`src/hdl/addsub_cfg.svh`:
```
// Offsets, field positions, reset values and sizes of the add/subtract unit.
// Assumes inclusion by bare name from every design file that needs it.
`ifndef ADDSUB_CFG_SVH
`define ADDSUB_CFG_SVH
// ==========================================================
// Datapath sizes
`define ALU_WIDTH       8
`define BCD_LONG_BITS   16
`define BCD_SHORT_BITS  4
`define BCD_POS_LAST    5'h13
`define BCD_POS_HOME    5'h00
`define BCD_ADD_CORR    4'h6
`define BCD_SUB_CORR    4'ha
`define SIX_OPERANDS    6
`define SIX_CARRY_BITS  4
// ==========================================================
// Register byte offsets
`define OFS_CTRL        32'h0000_0000
`define OFS_OPERAND_A   32'h0000_0004
`define OFS_OPERAND_B   32'h0000_0008
`define OFS_PAR_RESULT  32'h0000_000c
`define OFS_SERIAL      32'h0000_0010
`define OFS_SIX         32'h0000_0014
`define OFS_BCD_CMD     32'h0000_0018
`define OFS_BCD_ACC     32'h0000_001c
// ==========================================================
// Field positions and reset values
`define CTRL_SUB        0
`define CTRL_ONES       1
`define CTRL_LOW        2
`define CMD_AUX         8
`define BCD_DATA        0
`define BCD_MODE        1
`define BCD_STEP        2
`define CTRL_RESET      3'h0
`define RESP_OKAY       2'h0
`define RESP_SLVERR     2'h2
`endif

```
`src/hdl/addsub_pkg.sv`:
```
// Types shared by the add/subtract unit and its submodules.
// Assumes the configuration header is on the include path.
`default_nettype none
`include "addsub_cfg.svh"
package addsub_pkg;
	// ==========================================================
	// Types
	typedef enum logic [0:0] {
		bcd_subtract = 1'b0,
		bcd_add      = 1'b1
	} bcd_mode_type;
	typedef struct packed {
		logic                  borrow;
		logic                  ov_alt;
		logic                  ov_regen;
		logic                  overflow;
		logic                  carry_out;
		logic [`ALU_WIDTH-1:0] sum;
	} par_result_type;
endpackage
`default_nettype wire

```
`src/hdl/serial_unit_if.sv`:
```
// Bundle between the register front end and the serial adder unit.
// Assumes all signals are synchronous to the one system clock.
`timescale 1ns/1ns
`default_nettype none
`include "addsub_cfg.svh"
interface serial_unit_if;
	logic                       step;
	logic                       restart;
	logic                       a_bit;
	logic                       b_bit;
	logic                       sub;
	logic                       active_low;
	logic                       six_step;
	logic                       six_clear;
	logic [`SIX_OPERANDS-1:0]   six_bits;
	logic                       sum_bit;
	logic                       carry_state;
	logic                       six_sum;
	logic [`SIX_CARRY_BITS-1:0] six_carries;
	modport ctrl (output step, restart, a_bit, b_bit, sub, active_low, six_step, six_clear, six_bits,
		input sum_bit, carry_state, six_sum, six_carries);
	modport unit (input step, restart, a_bit, b_bit, sub, active_low, six_step, six_clear, six_bits,
		output sum_bit, carry_state, six_sum, six_carries);
endinterface
`default_nettype wire

```
`src/hdl/binary_bcd_add_subtract_unit.sv`:
```
// Top of the add/subtract unit: AXI4-Lite registers, parallel and serial
// binary units, and a five-digit bit-serial BCD accumulator.
// Assumes a single 125 MHz clock and a well-behaved AXI4-Lite master.
`timescale 1ns/1ns
`default_nettype none
`include "addsub_cfg.svh"
module binary_bcd_add_subtract_unit (
	// Clock and reset
	input  wire logic        aclk,
	input  wire logic        aresetn,
	// Write address channel
	input  wire logic [31:0] awaddr,
	input  wire logic [2:0]  awprot,
	input  wire logic        awvalid,
	output logic             awready,
	// Write data channel
	input  wire logic [31:0] wdata,
	input  wire logic [3:0]  wstrb,
	input  wire logic        wvalid,
	output logic             wready,
	// Write response channel
	output logic [1:0]       bresp,
	output logic             bvalid,
	input  wire logic        bready,
	// Read address channel
	input  wire logic [31:0] araddr,
	input  wire logic [2:0]  arprot,
	input  wire logic        arvalid,
	output logic             arready,
	// Read data channel
	output logic [31:0]      rdata,
	output logic [1:0]       rresp,
	output logic             rvalid,
	input  wire logic        rready
);
	// ==========================================================
	// Declarations
	logic                        aw_held;
	logic [31:0]                 aw_addr_q;
	logic                        w_held;
	logic [31:0]                 w_data_q;
	logic [3:0]                  w_strb_q;
	logic                        do_write;
	logic                        wr_mapped;
	logic                        rd_mapped;
	logic [31:0]                 wmask;
	logic [31:0]                 wval;
	logic [31:0]                 rd_word;
	logic                        sel_ctrl;
	logic                        sel_a;
	logic                        sel_b;
	logic                        sel_ser;
	logic                        sel_six;
	logic                        sel_bcd;
	logic [2:0]                  ctrl;
	logic [`ALU_WIDTH-1:0]       operand_a;
	logic [`ALU_WIDTH-1:0]       operand_b;
	addsub_pkg::par_result_type  par_result;
	logic                        ser_step;
	logic                        ser_restart;
	logic                        ser_a;
	logic                        ser_b;
	logic                        six_step;
	logic                        six_clear;
	logic [`SIX_OPERANDS-1:0]    six_bits;
	logic [`BCD_LONG_BITS-1:0]   long_reg;
	logic [`BCD_SHORT_BITS-1:0]  short_reg;
	logic [4:0]                  pos;
	logic                        carry_store;
	addsub_pkg::bcd_mode_type    mode_req;
	addsub_pkg::bcd_mode_type    mode;
	logic                        bcd_step;
	logic                        bcd_clear;
	logic                        bcd_data;
	logic                        mode_sub;
	logic                        at_home;
	logic                        at_w8;
	logic                        acc_bit;
	logic                        d_eff;
	logic                        c_now;
	logic                        sum_bit;
	logic                        c_out;
	logic [3:0]                  digit;
	logic                        dig_over;
	logic                        need_corr;
	logic [3:0]                  corr_digit;
	logic                        next_carry;
	logic [3:0]                  next_short;
	logic [4:0]                  next_pos;
	serial_unit_if               ser_if ();

	// ==========================================================
	// Helpers
	function automatic logic [31:0] lane_mask(input logic [3:0] strb);
		logic [31:0] m;
		m = 32'h0;
		for (int i = 0; i < 4; i++) begin
			m[8*i +: 8] = {8{strb[i]}};
		end
		return m;
	endfunction
	function automatic logic mapped(input logic [31:0] addr, input logic wr);
		logic hit;
		hit = (addr[31:5] == 27'h0) && (addr[1:0] == 2'h0);
		if (wr) begin
			hit = hit && (addr != `OFS_PAR_RESULT) && (addr != `OFS_BCD_ACC);
		end
		return hit;
	endfunction

	// ==========================================================
	// AXI4-Lite write path
	// Address and data are held separately so either may arrive first
	assign awready = ~aw_held & ~bvalid;
	assign wready = ~w_held & ~bvalid;
	assign do_write = aw_held & w_held & ~bvalid;
	assign wr_mapped = mapped(aw_addr_q, 1'b1);
	assign wmask = lane_mask(w_strb_q);
	assign wval = w_data_q & wmask;
	assign sel_ctrl = do_write & wr_mapped & (aw_addr_q == `OFS_CTRL);
	assign sel_a = do_write & wr_mapped & (aw_addr_q == `OFS_OPERAND_A);
	assign sel_b = do_write & wr_mapped & (aw_addr_q == `OFS_OPERAND_B);
	assign sel_ser = do_write & wr_mapped & (aw_addr_q == `OFS_SERIAL);
	assign sel_six = do_write & wr_mapped & (aw_addr_q == `OFS_SIX);
	assign sel_bcd = do_write & wr_mapped & (aw_addr_q == `OFS_BCD_CMD);
	always_ff @(posedge aclk) begin
		if (!aresetn) begin
			aw_held <= 1'b0;
			aw_addr_q <= 32'h0;
		end else if (awvalid && awready) begin
			aw_held <= 1'b1;
			aw_addr_q <= awaddr;
		end else if (do_write) begin
			aw_held <= 1'b0;
		end
	end
	always_ff @(posedge aclk) begin
		if (!aresetn) begin
			w_held <= 1'b0;
			w_data_q <= 32'h0;
			w_strb_q <= 4'h0;
		end else if (wvalid && wready) begin
			w_held <= 1'b1;
			w_data_q <= wdata;
			w_strb_q <= wstrb;
		end else if (do_write) begin
			w_held <= 1'b0;
		end
	end
	always_ff @(posedge aclk) begin
		if (!aresetn) begin
			bvalid <= 1'b0;
			bresp <= `RESP_OKAY;
		end else if (do_write) begin
			bvalid <= 1'b1;
			bresp <= wr_mapped ? `RESP_OKAY : `RESP_SLVERR;
		end else if (bready) begin
			bvalid <= 1'b0;
		end
	end

	// ==========================================================
	// AXI4-Lite read path
	assign arready = ~rvalid;
	assign rd_mapped = mapped(araddr, 1'b0);
	assign rd_word =
		(araddr == `OFS_CTRL)       ? {29'h0, ctrl} :
		(araddr == `OFS_OPERAND_A)  ? {24'h0, operand_a} :
		(araddr == `OFS_OPERAND_B)  ? {24'h0, operand_b} :
		(araddr == `OFS_PAR_RESULT) ? {19'h0, par_result} :
		(araddr == `OFS_SERIAL)     ? {30'h0, ser_if.carry_state, ser_if.sum_bit} :
		(araddr == `OFS_SIX)        ? {27'h0, ser_if.six_carries, ser_if.six_sum} :
		(araddr == `OFS_BCD_CMD)    ? {24'h0, carry_store, mode_req, mode, pos} :
		(araddr == `OFS_BCD_ACC)    ? {12'h0, short_reg, long_reg} :
		32'h0;
	always_ff @(posedge aclk) begin
		if (!aresetn) begin
			rvalid <= 1'b0;
			rdata <= 32'h0;
			rresp <= `RESP_OKAY;
		end else if (arvalid && arready) begin
			rvalid <= 1'b1;
			rdata <= rd_mapped ? rd_word : 32'h0;
			rresp <= rd_mapped ? `RESP_OKAY : `RESP_SLVERR;
		end else if (rready) begin
			rvalid <= 1'b0;
		end
	end

	// ==========================================================
	// Control and operand registers
	always_ff @(posedge aclk) begin
		if (!aresetn) begin
			ctrl <= `CTRL_RESET;
			operand_a <= 8'h00;
			operand_b <= 8'h00;
		end else begin
			if (sel_ctrl) begin
				ctrl <= (ctrl & ~wmask[2:0]) | wval[2:0];
			end
			if (sel_a) begin
				operand_a <= (operand_a & ~wmask[7:0]) | wval[7:0];
			end
			if (sel_b) begin
				operand_b <= (operand_b & ~wmask[7:0]) | wval[7:0];
			end
		end
	end

	// ==========================================================
	// Command pulses, one cycle each
	always_ff @(posedge aclk) begin
		if (!aresetn) begin
			ser_step <= 1'b0;
			ser_restart <= 1'b0;
			ser_a <= 1'b0;
			ser_b <= 1'b0;
			six_step <= 1'b0;
			six_clear <= 1'b0;
			six_bits <= 6'h00;
			bcd_step <= 1'b0;
			bcd_clear <= 1'b0;
			bcd_data <= 1'b0;
		end else begin
			ser_step <= sel_ser & w_strb_q[0] & ~wval[`CMD_AUX];
			ser_restart <= sel_ser & wval[`CMD_AUX];
			six_step <= sel_six & w_strb_q[0] & ~wval[`CMD_AUX];
			six_clear <= sel_six & wval[`CMD_AUX];
			bcd_step <= sel_bcd & wval[`BCD_STEP] & ~wval[`CMD_AUX];
			bcd_clear <= sel_bcd & wval[`CMD_AUX];
			if (sel_ser && w_strb_q[0]) begin
				ser_a <= wval[0];
				ser_b <= wval[1];
			end
			if (sel_six && w_strb_q[0]) begin
				six_bits <= wval[5:0];
			end
			if (sel_bcd && w_strb_q[0]) begin
				bcd_data <= wval[`BCD_DATA];
			end
		end
	end

	// ==========================================================
	// Parallel and serial binary units
	parallel_addsub u_parallel (
		.a      (operand_a),
		.b      (operand_b),
		.sub    (ctrl[`CTRL_SUB]),
		.ones   (ctrl[`CTRL_ONES]),
		.result (par_result)
	);
	assign ser_if.step = ser_step;
	assign ser_if.restart = ser_restart;
	assign ser_if.a_bit = ser_a;
	assign ser_if.b_bit = ser_b;
	assign ser_if.sub = ctrl[`CTRL_SUB];
	assign ser_if.active_low = ctrl[`CTRL_LOW];
	assign ser_if.six_step = six_step;
	assign ser_if.six_clear = six_clear;
	assign ser_if.six_bits = six_bits;
	serial_addsub u_serial (
		.aclk    (aclk),
		.aresetn (aresetn),
		.port_if (ser_if)
	);

	// ==========================================================
	// Bit-serial BCD accumulator datapath
	assign mode_sub = (mode == addsub_pkg::bcd_subtract);
	assign at_home = (pos == `BCD_POS_HOME);
	assign at_w8 = (pos[1:0] == 2'h3);
	assign acc_bit = long_reg[0];
	assign d_eff = bcd_data ^ mode_sub;
	assign c_now = at_home ? mode_sub : (carry_store ^ mode_sub);
	assign sum_bit = acc_bit ^ d_eff ^ c_now;
	assign c_out = (acc_bit & d_eff) | (c_now & (acc_bit ^ d_eff));
	assign digit = {sum_bit, short_reg[3:1]};
	assign dig_over = digit[3] & (digit[2] | digit[1]);
	// low carry is a decimal borrow
	assign need_corr = mode_sub ? ~c_out : (c_out | dig_over);
	assign corr_digit = digit + (mode_sub ? `BCD_SUB_CORR : `BCD_ADD_CORR);
	assign next_carry = (at_w8 && !mode_sub) ? need_corr : c_out;
	assign next_short = (at_w8 && need_corr) ? corr_digit : digit;
	assign next_pos = (pos == `BCD_POS_LAST) ? `BCD_POS_HOME : pos + 5'h01;
	always_ff @(posedge aclk) begin
		if (!aresetn || bcd_clear) begin
			long_reg <= 16'h0000;
			short_reg <= 4'h0;
			pos <= `BCD_POS_HOME;
			carry_store <= 1'b0;
		end else if (bcd_step) begin
			long_reg <= {short_reg[0], long_reg[15:1]};
			short_reg <= next_short;
			pos <= next_pos;
			// Stored inverted in subtract so reset means carry present
			carry_store <= next_carry ^ mode_sub;
		end
	end
	// Mode requests wait in their own flop until the register is home
	always_ff @(posedge aclk) begin
		if (!aresetn) begin
			mode_req <= addsub_pkg::bcd_add;
			mode <= addsub_pkg::bcd_add;
		end else begin
			if (sel_bcd && w_strb_q[0]) begin
				mode_req <= addsub_pkg::bcd_mode_type'(wval[`BCD_MODE]);
			end
			if (at_home && !bcd_step) begin
				mode <= mode_req;
			end
		end
	end
endmodule
`default_nettype wire

```
`src/hdl/parallel_addsub.sv`:
```
// Parallel two's and one's complement adder/subtractor with overflow.
// Assumes operands are held stable by the register front end.
`timescale 1ns/1ns
`default_nettype none
`include "addsub_cfg.svh"
module parallel_addsub (
	// Operands
	input  wire logic [`ALU_WIDTH-1:0] a,
	input  wire logic [`ALU_WIDTH-1:0] b,
	// Mode
	input  wire logic                  sub,
	input  wire logic                  ones,
	// Result
	output addsub_pkg::par_result_type result
);
	localparam int W = `ALU_WIDTH;
	logic [W-1:0] x;
	logic         cin_first;
	logic         cin_final;
	logic [W+1:0] pass1;
	logic [W+1:0] pass2;
	logic [W:0]   ext;
	logic         c_alt;
	logic         add;
	// Returns carry out, carry into the sign, and the sum
	function automatic logic [W+1:0] sign_add(input logic [W-1:0] av, input logic [W-1:0] xv, input logic ci);
		logic [W-1:0] low;
		logic         cs;
		logic         ss;
		logic         co;
		low = {1'b0, av[W-2:0]} + {1'b0, xv[W-2:0]} + {{(W-1){1'b0}}, ci};
		cs = low[W-1];
		ss = av[W-1] ^ xv[W-1] ^ cs;
		co = (av[W-1] & xv[W-1]) | (cs & (av[W-1] ^ xv[W-1]));
		return {co, cs, ss, low[W-2:0]};
	endfunction
	assign x = b ^ {W{sub}};
	assign cin_first = sub & ~ones;
	assign pass1 = sign_add(a, x, cin_first);
	assign cin_final = ones ? pass1[W+1] : cin_first;
	assign pass2 = sign_add(a, x, cin_final);
	assign result.sum = pass2[W-1:0];
	assign result.carry_out = pass2[W+1];
	assign result.overflow = pass2[W] ^ pass2[W+1];
	assign result.ov_regen = pass2[W-1] ^ a[W-1] ^ x[W-1] ^ pass2[W+1];
	assign add = ~sub;
	assign ext = {1'b0, add, a[W-2:0]} + {1'b0, sub, x[W-2:0]} + {{W{1'b0}}, cin_final};
	assign c_alt = ext[W];
	assign result.ov_alt = (a[W-1] & ~c_alt & (~b[W-1] ^ add)) | (~a[W-1] & c_alt & (b[W-1] ^ add));
	assign result.borrow = ~pass2[W+1];
endmodule
`default_nettype wire

```
`src/hdl/serial_addsub.sv`:
```
// Bit-serial binary adder/subtractor and six-operand serial adder.
// Assumes one step pulse per operand bit, least significant bit first.
`timescale 1ns/1ns
`default_nettype none
`include "addsub_cfg.svh"
module serial_addsub (
	// Clock and reset
	input wire logic    aclk,
	input wire logic    aresetn,
	// Control and results
	serial_unit_if.unit port_if
);
	logic                       a_l;
	logic                       x_l;
	logic                       b_l;
	logic                       c_l;
	logic                       s_e;
	logic                       c_next;
	logic                       carry_ff;
	logic                       sum_q;
	logic [`SIX_CARRY_BITS-1:0] six_carry;
	logic                       six_q;
	logic [3:0]                 col;
	function automatic logic [3:0] ones_count(input logic [`SIX_OPERANDS-1:0] v);
		logic [3:0] n;
		n = 4'h0;
		for (int i = 0; i < `SIX_OPERANDS; i++) begin
			n = n + {3'h0, v[i]};
		end
		return n;
	endfunction
	// XOR on data path: a minus b is the inverse of (not a) plus b
	assign a_l = port_if.a_bit ^ port_if.active_low;
	assign b_l = port_if.b_bit ^ port_if.active_low;
	assign x_l = a_l ^ port_if.sub;
	// Stored carry is inverted for active-high operands
	assign c_l = carry_ff ^ ~port_if.active_low;
	assign s_e = x_l ^ b_l ^ c_l ^ port_if.sub ^ port_if.active_low;
	assign c_next = (x_l & b_l) | (c_l & (x_l ^ b_l));
	assign col = ones_count(port_if.six_bits) + six_carry;
	always_ff @(posedge aclk) begin
		if (!aresetn) begin
			carry_ff <= 1'b1;
			sum_q <= 1'b0;
		end else if (port_if.restart) begin
			carry_ff <= ~port_if.active_low;
		end else if (port_if.step) begin
			sum_q <= s_e;
			carry_ff <= c_next ^ ~port_if.active_low;
		end
	end
	always_ff @(posedge aclk or posedge port_if.six_clear) begin
		if (port_if.six_clear) begin
			six_carry <= 4'h0;
		end else if (!aresetn) begin
			six_carry <= 4'h0;
		end else if (port_if.six_step) begin
			six_carry <= {1'b0, col[3:1]};
		end
	end
	always_ff @(posedge aclk) begin
		if (!aresetn) begin
			six_q <= 1'b0;
		end else if (port_if.six_step) begin
			six_q <= col[0];
		end
	end
	assign port_if.sum_bit = sum_q;
	assign port_if.carry_state = carry_ff;
	assign port_if.six_sum = six_q;
	assign port_if.six_carries = six_carry;
endmodule
`default_nettype wire

```
`config.mk`:
```
export PLATFORM = sky130hd
export DESIGN_NAME = binary_bcd_add_subtract_unit
export DESIGN_NICKNAME = d
export VERILOG_FILES = /design/src/hdl/addsub_pkg.sv /design/src/hdl/serial_unit_if.sv /design/src/hdl/binary_bcd_add_subtract_unit.sv /design/src/hdl/parallel_addsub.sv /design/src/hdl/serial_addsub.sv
export VERILOG_INCLUDE_DIRS = /design/src /design/src/hdl
export SDC_FILE = /design/constraint.sdc
export NUM_CORES = 1
export LEC_CHECK = 0
export ABC_AREA = 1
export BUFFER_PORTS_ARGS = -buffer_cell sky130_fd_sc_hd__buf_4
export CORE_MARGIN = 4
export CORE_UTILIZATION = 46
export CTS_CLUSTER_SIZE = 16
export DETAILED_ROUTE_END_ITERATION = 10
export GPL_TIMING_DRIVEN = 0
export PLACE_DENSITY = 0.72
export SLEW_MARGIN = 20
export SYNTH_ARGS = -nofsm -noshare
export SYNTH_HDL_FRONTEND = slang
export SYNTH_HIERARCHICAL = 1
export SYNTH_SLANG_ARGS = --single-unit
```
`constraint.sdc`:
```
create_clock -name aclk -period 2.4 [get_ports aclk]
set_clock_uncertainty 0.15 [all_clocks]
set_input_delay 0.24 -clock aclk [delete_from_list [all_inputs] [get_ports aclk]]
set_output_delay 0.24 -clock aclk [all_outputs]
set_load 0.05 [all_outputs]
```
* After elaboration in Yosys (flattened, before gate mapping)
Cells that the tools add are included.
** Word-level totals
- Bits in registers :: 152
- Word-level logic and storage cells :: 208
** Cells by class
- Eq/ne operators :: 17
- Multiplexer cells :: 29
- Bitwise gates (word level) :: 87
- Reductions and logical operators :: 29
- $add $sub $neg :: 13
** Operators by type and width (number)
- 32-bit by 5-bit equality test with 1-bit output, second input constant :: 7
- 20-bit two-way mux :: 9
- 32-bit by 4-bit equality test with 1-bit output, second input constant :: 3
- 32-bit by 3-bit equality test with 1-bit output, second input constant :: 2
- 32-bit zero test :: 2
- 27-bit zero test :: 2
- 1-bit AND :: 33
- 32-bit by 4-bit inequality test with 1-bit output, second input constant :: 1
- 32-bit by 5-bit inequality test with 1-bit output, second input constant :: 1
- 1-bit XOR :: 22
- 4-bit by 1-bit adder with 4-bit output :: 4
- 8-bit by 1-bit adder with 8-bit output :: 2
- 8-bit AND :: 2
- 4-bit two-way mux :: 4
- 8-bit bitwise OR :: 2
- 1-bit inverter :: 15
- 1-bit logical AND :: 13
- 1-bit two-way mux :: 13
- 2-bit nonzero test :: 5
- 8-bit by 8-bit adder with 9-bit output :: 1
- 9-bit by 1-bit adder with 9-bit output :: 1
- 9-bit AND :: 1
- 4-bit adder :: 2
- 7-bit by 7-bit adder with 8-bit output :: 1
- 18 further kinds :: 27

* Logic depth before layout (Yosys ltp)
- Word-level depth :: 16
- Gate-level depth with buffers :: 34

* Cells and area by module
Netlist, hierarchy kept.
** Modules (own cells, without submodules)
- binary_bcd_add_subtract_unit :: area each 6306.0 um^2, instances 1, cells an instance 906
- parallel_addsub :: area each 948.4 um^2, instances 1, cells an instance 148
- serial_addsub :: area each 536.8 um^2, instances 1, cells an instance 67

* Least setup slack after synthesis
No wires, ideal clock.
- Kind :: register to register
- From :: reg (tool-made name)
- To :: reg rdata[10]
- Data arrival time :: 4.280 ns
- Path slack :: -2.162 ns
- Buffers on the path :: 1
- Library setup time :: 0.132 ns
- Required time :: 2.118 ns
- Cell stages (with the launch flop) :: 34
- Cells stage by stage :: dfxtp_1 buf_2 xnor2_1 inv_1 ha_1 inv_1 fa_1 inv_1 nand3_4 nor2_1 nand3_1 nor2_2 nand3_1 nand2_1 nand3_2 nand2_1 nand2_1 nand2_1 ha_1 inv_1 nor2_4 nand3_1 nor2_4 nand2_4 xor2_2 fa_1 inv_1 xor2_1 xor2_1 inv_1 nand3_1 o21ai_0 nand2_1 a21oi_1
** RTL lines
- end signal, assigned :: line binary_bcd_add_subtract_unit.sv:183 : rdata <= rd_mapped ? rd_word : 32'h0;
- end, declared :: line binary_bcd_add_subtract_unit.sv:31 : output logic [31:0] rdata,

==> impl_metrics.ini <==
[outcome]
status = complete, but fails checks
violated_checks = setup timing

[detailed_routing]
vias_per_cell = 4.95
drtPass1Iterations = 6
ant_nets = 0
routedWlPerCell_um = 13.8
vias = 7848
routed_wirelength_mm = 21.9
detailedRoute.firstIterationViolations = 502
route.detailed.drc = 0

[yosys]
synth.lib_cells_used.distinct = 49
synth.mux.area_fraction_pct = 0
syn-cell-area_um2 = 7790
number_of_storage_elements_in_the_synthesis_netlist = 137
cell_accounting_for_the_most_synthesized_area = sky130_fd_sc_hd__dfxtp_1
synthesized_area_fraction_occupied_by_xor_and_xnor_cells_pct = 3.68
synth_enable_flop_cells = 0
ys_warn_count = 6
syn_avg_cell_area_um2 = 6.95
synth_top_cell_area_share_pct = 34.4
number_of_standard_cells_after_synthesis = 1121
post_synth_most_frequent_cells = sky130_fd_sc_hd__nand2_1, sky130_fd_sc_hd__nor2_1, sky130_fd_sc_hd__inv_1
ys_async_sr_fraction_pct = 2.19
yosys.area_share.adder_pct = 5.30
post_synth_and_or_nand_nor_area_fraction_pct = 31.8
synth_area_leaders = sky130_fd_sc_hd__dfxtp_1, sky130_fd_sc_hd__nand2_1, sky130_fd_sc_hd__nor2_1
leading_register_cell_type_out_of_synthesis = sky130_fd_sc_hd__dfxtp_1
synth_top_family_by_area = simple AND/OR/NAND/NOR gates
synth_compound_area_share_pct = 12.8
synth.yosys.seq_area_share_pct = 35.4
synthMostInstantiatedCell = sky130_fd_sc_hd__nand2_1

[setup_path]
critical_path_buf_inv_count = 5
timing.critical_path.slowest_cell_delay_ns = 0.57
cpLargestDelayFamily = simple AND/OR/NAND/NOR gates
cp_data_arrival_time_ns = 4.69
critPathRequiredTime_ns = 2.54
crit_path_class = flop to flop
critPathSlowestCell = sky130_fd_sc_hd__fa_2
path_max_fanout = 3
path_common_cell = sky130_fd_sc_hd__nand2_1
critPathLaunchType = flop
timing.critical_path.to_type = flop

[pwr]
power_frac_seq_pct = 41.5
netSwitchingFraction_pct = 26.3
p_per_area_nw_per_um2 = 546
totalPowerFinal_mw = 5.80
ir_drop_mv = 0.497
p_clk_share_pct = 46.9
cellInternalPower_mw = 4.28
total_switching_power_mw = 1.53
comb_power_share_pct = 11.6
static-leakage-power_nw = 4.85

[timing]
report.final.slew_viol_count = 0
timing.fmax_mhz = 220
final_period_demand_of_the_worst_path_ns = 4.55
final_min_period_over_clock_period_pct = 190
report.final.hold_viol_count = 0
setup_ws_ns = -2.15
setup_viol_count_final = 15
timing_worst_slew_pin_value_ns = 0.723
worst_max_slew_margin_expressed_relative_to_the_limit_pct = 51.8
setup_repair_after_global_routing_missed_its_margin = yes

[global_route]
antenna_violations_before_repair = 0
grt.total_usage_pct = 22.5
number_of_global_route_vias_before_repair = 7601
first_pass_grt_wire_length_mm = 35.8
grt_overflow_total = 0
grt_start_max_net_pins = 17

[placement]
gpl.final_weighted_congestion = 0.937
port_buffers = 108
place_hpwl_mm = 16.1

[die]
floorplan.initialDensity_pct = 47.0
die_height_um = 138
die_x_um = 138
rows = 47
core_region_area_um2 = 16600
fp.dieArea_um2 = 19100
ios = 154

[run]
timing.max_cap.violations = 0

[cells_and_area]
num-nets-final = 1492
seq_area_um2 = 2770
drive_gt1_share_pct = 25.1
area_occupied_by_multi_input_gates_um2 = 4480
postLayoutCoreUtil_pct = 64.1
syn2layout_area_growth_pct = 36.5
num-fill-cells = 1470
num_antenna_cells = 0

[clocking]
numClockSinks = 137
worst_setup_hold_path_clk_slew_ns = 0.06
cts_tree = done
insertion_delay_ns = 0.42
cts_buffer_depth = 2
cts_buffers = 17
clk_root_buffer_cell = sky130_fd_sc_hd__clkbuf_16
cts.htree.levels = 4

[hold_path]
min_path_type = input port to flop
==> what timing repair did <==
action                                  4_1_cts  5_1_grt
endpoints found under the setup margin       18       23
hold endpoints to repair                     52        0
pin swaps                                    30       40
gates cloned                                  0        0
hold buffers                                 47        0
gates resized for setup                      40       25
setup buffers                                37        9
==> layout by cell type (no fill, tap or decap), types with 15 or more instances in the layout <==
cell type,instances
sky130_fd_sc_hd__dfxtp_1,129
sky130_fd_sc_hd__xor2_1,18
sky130_fd_sc_hd__nor2_2,15
sky130_fd_sc_hd__nand2_1,184
sky130_fd_sc_hd__nor2_1,159
sky130_fd_sc_hd__nand3_2,16
sky130_fd_sc_hd__conb_1,15
sky130_fd_sc_hd__a21oi_1,71
sky130_fd_sc_hd__o21ai_1,21
sky130_fd_sc_hd__inv_1,133
sky130_fd_sc_hd__o21ai_0,82
sky130_fd_sc_hd__inv_2,24
sky130_fd_sc_hd__nand2_2,17
sky130_fd_sc_hd__dlygate4sd3_1,47
sky130_fd_sc_hd__buf_4,158
sky130_fd_sc_hd__clkbuf_1,26
sky130_fd_sc_hd__nand3_1,60
sky130_fd_sc_hd__clkbuf_16,17
==> area by class of cell <==
| class | count | area share, % |
|---|---|---|
| multi-input cells | 791 | 42.1 |
| flip-flops and latches | 137 | 26.0 |
| repair buffers | 200 | 15.6 |
| inverters | 160 | 5.68 |
| clock buffers | 18 | 4.03 |
| well taps | 220 | 2.59 |
| plain buffers | 45 | 2.28 |
| clock inverters | 14 | 1.74 |
==> kinds of logic (layout without fill, tap and decap cells) <==
family          Yosys count  in the layout
flops                   137            137
fa+ha+maj                27             27
other cells               2             15
xor+xnor                 31             31
compound gates          193            193
simple gates            525            525
buf+inv                 206            437
==> worst paths after layout <==
check	startpoint	end	slack (ns)	depth (start not counted)
max	flop	rdata[10]	-2.15	31
min	araddr[10]	rdata[5]	0.11	6
max reg2reg	flop	rdata[10]	-2.15	31
min reg2reg	aw_addr_q[8]	aw_addr_q[8]	0.31	2
max in group asynchronous	ser_if.six_clear	u_serial/port_if.six_carries[1]	1.51	2
min in group asynchronous	ser_if.six_clear	u_serial/port_if.six_carries[0]	0.46	2
==> worst register-to-register path, delay by kind of cell (launching register included) <==
kind,cells,cell delay (ns)
compound gates,2,0.11
xor+xnor,4,0.60
fa+ha+maj,4,1.35
buf+inv,5,0.32
flops,1,0.43
simple gates,16,1.48
==> per-stage QoR <==
stage / area (um^2) / instances / TNS, ns / worst slack, ns / hold slack [ns]
after CTS: 10500 / 1578 / -21.45 / -2.06 / 0.112
final: 10600 / 1585 / -23.40 / -2.15 / 0.113
after floorplan: 7900 / 1134 / -15.19 / -1.84 / -0.114
after detailed placement: 8990 / 1462 / -21.13 / -2.26 / -0.0946
after global routing: 10600 / 1585 / -26.73 / -2.41 / 0.156
after global placement: 8990 / 1462 / -20.36 / -2.20 / -0.101
==> layer usage <==
metal	GRT usage [%]	part of all wire (%)
met4	7.23	2.4
met3	5.11	4.7
met2	38.6	49
met1	28.1	44
met5	0	0
==> power groups by stage <==
stage / clock network [mW] / registers [mW] / logic (mW)
4_1_cts: 2.75 / 2.41 / 0.667
6_report: 2.72 / 2.41 / 0.675
3_5_place_dp: 0 / 2.46 / 0.604
2_1_floorplan: 0 / 2.45 / 0.377
3_3_place_gp: 0 / 2.45 / 0.596
5_1_grt: 2.84 / 2.41 / 0.744
(Power assumes the default switching activity.)
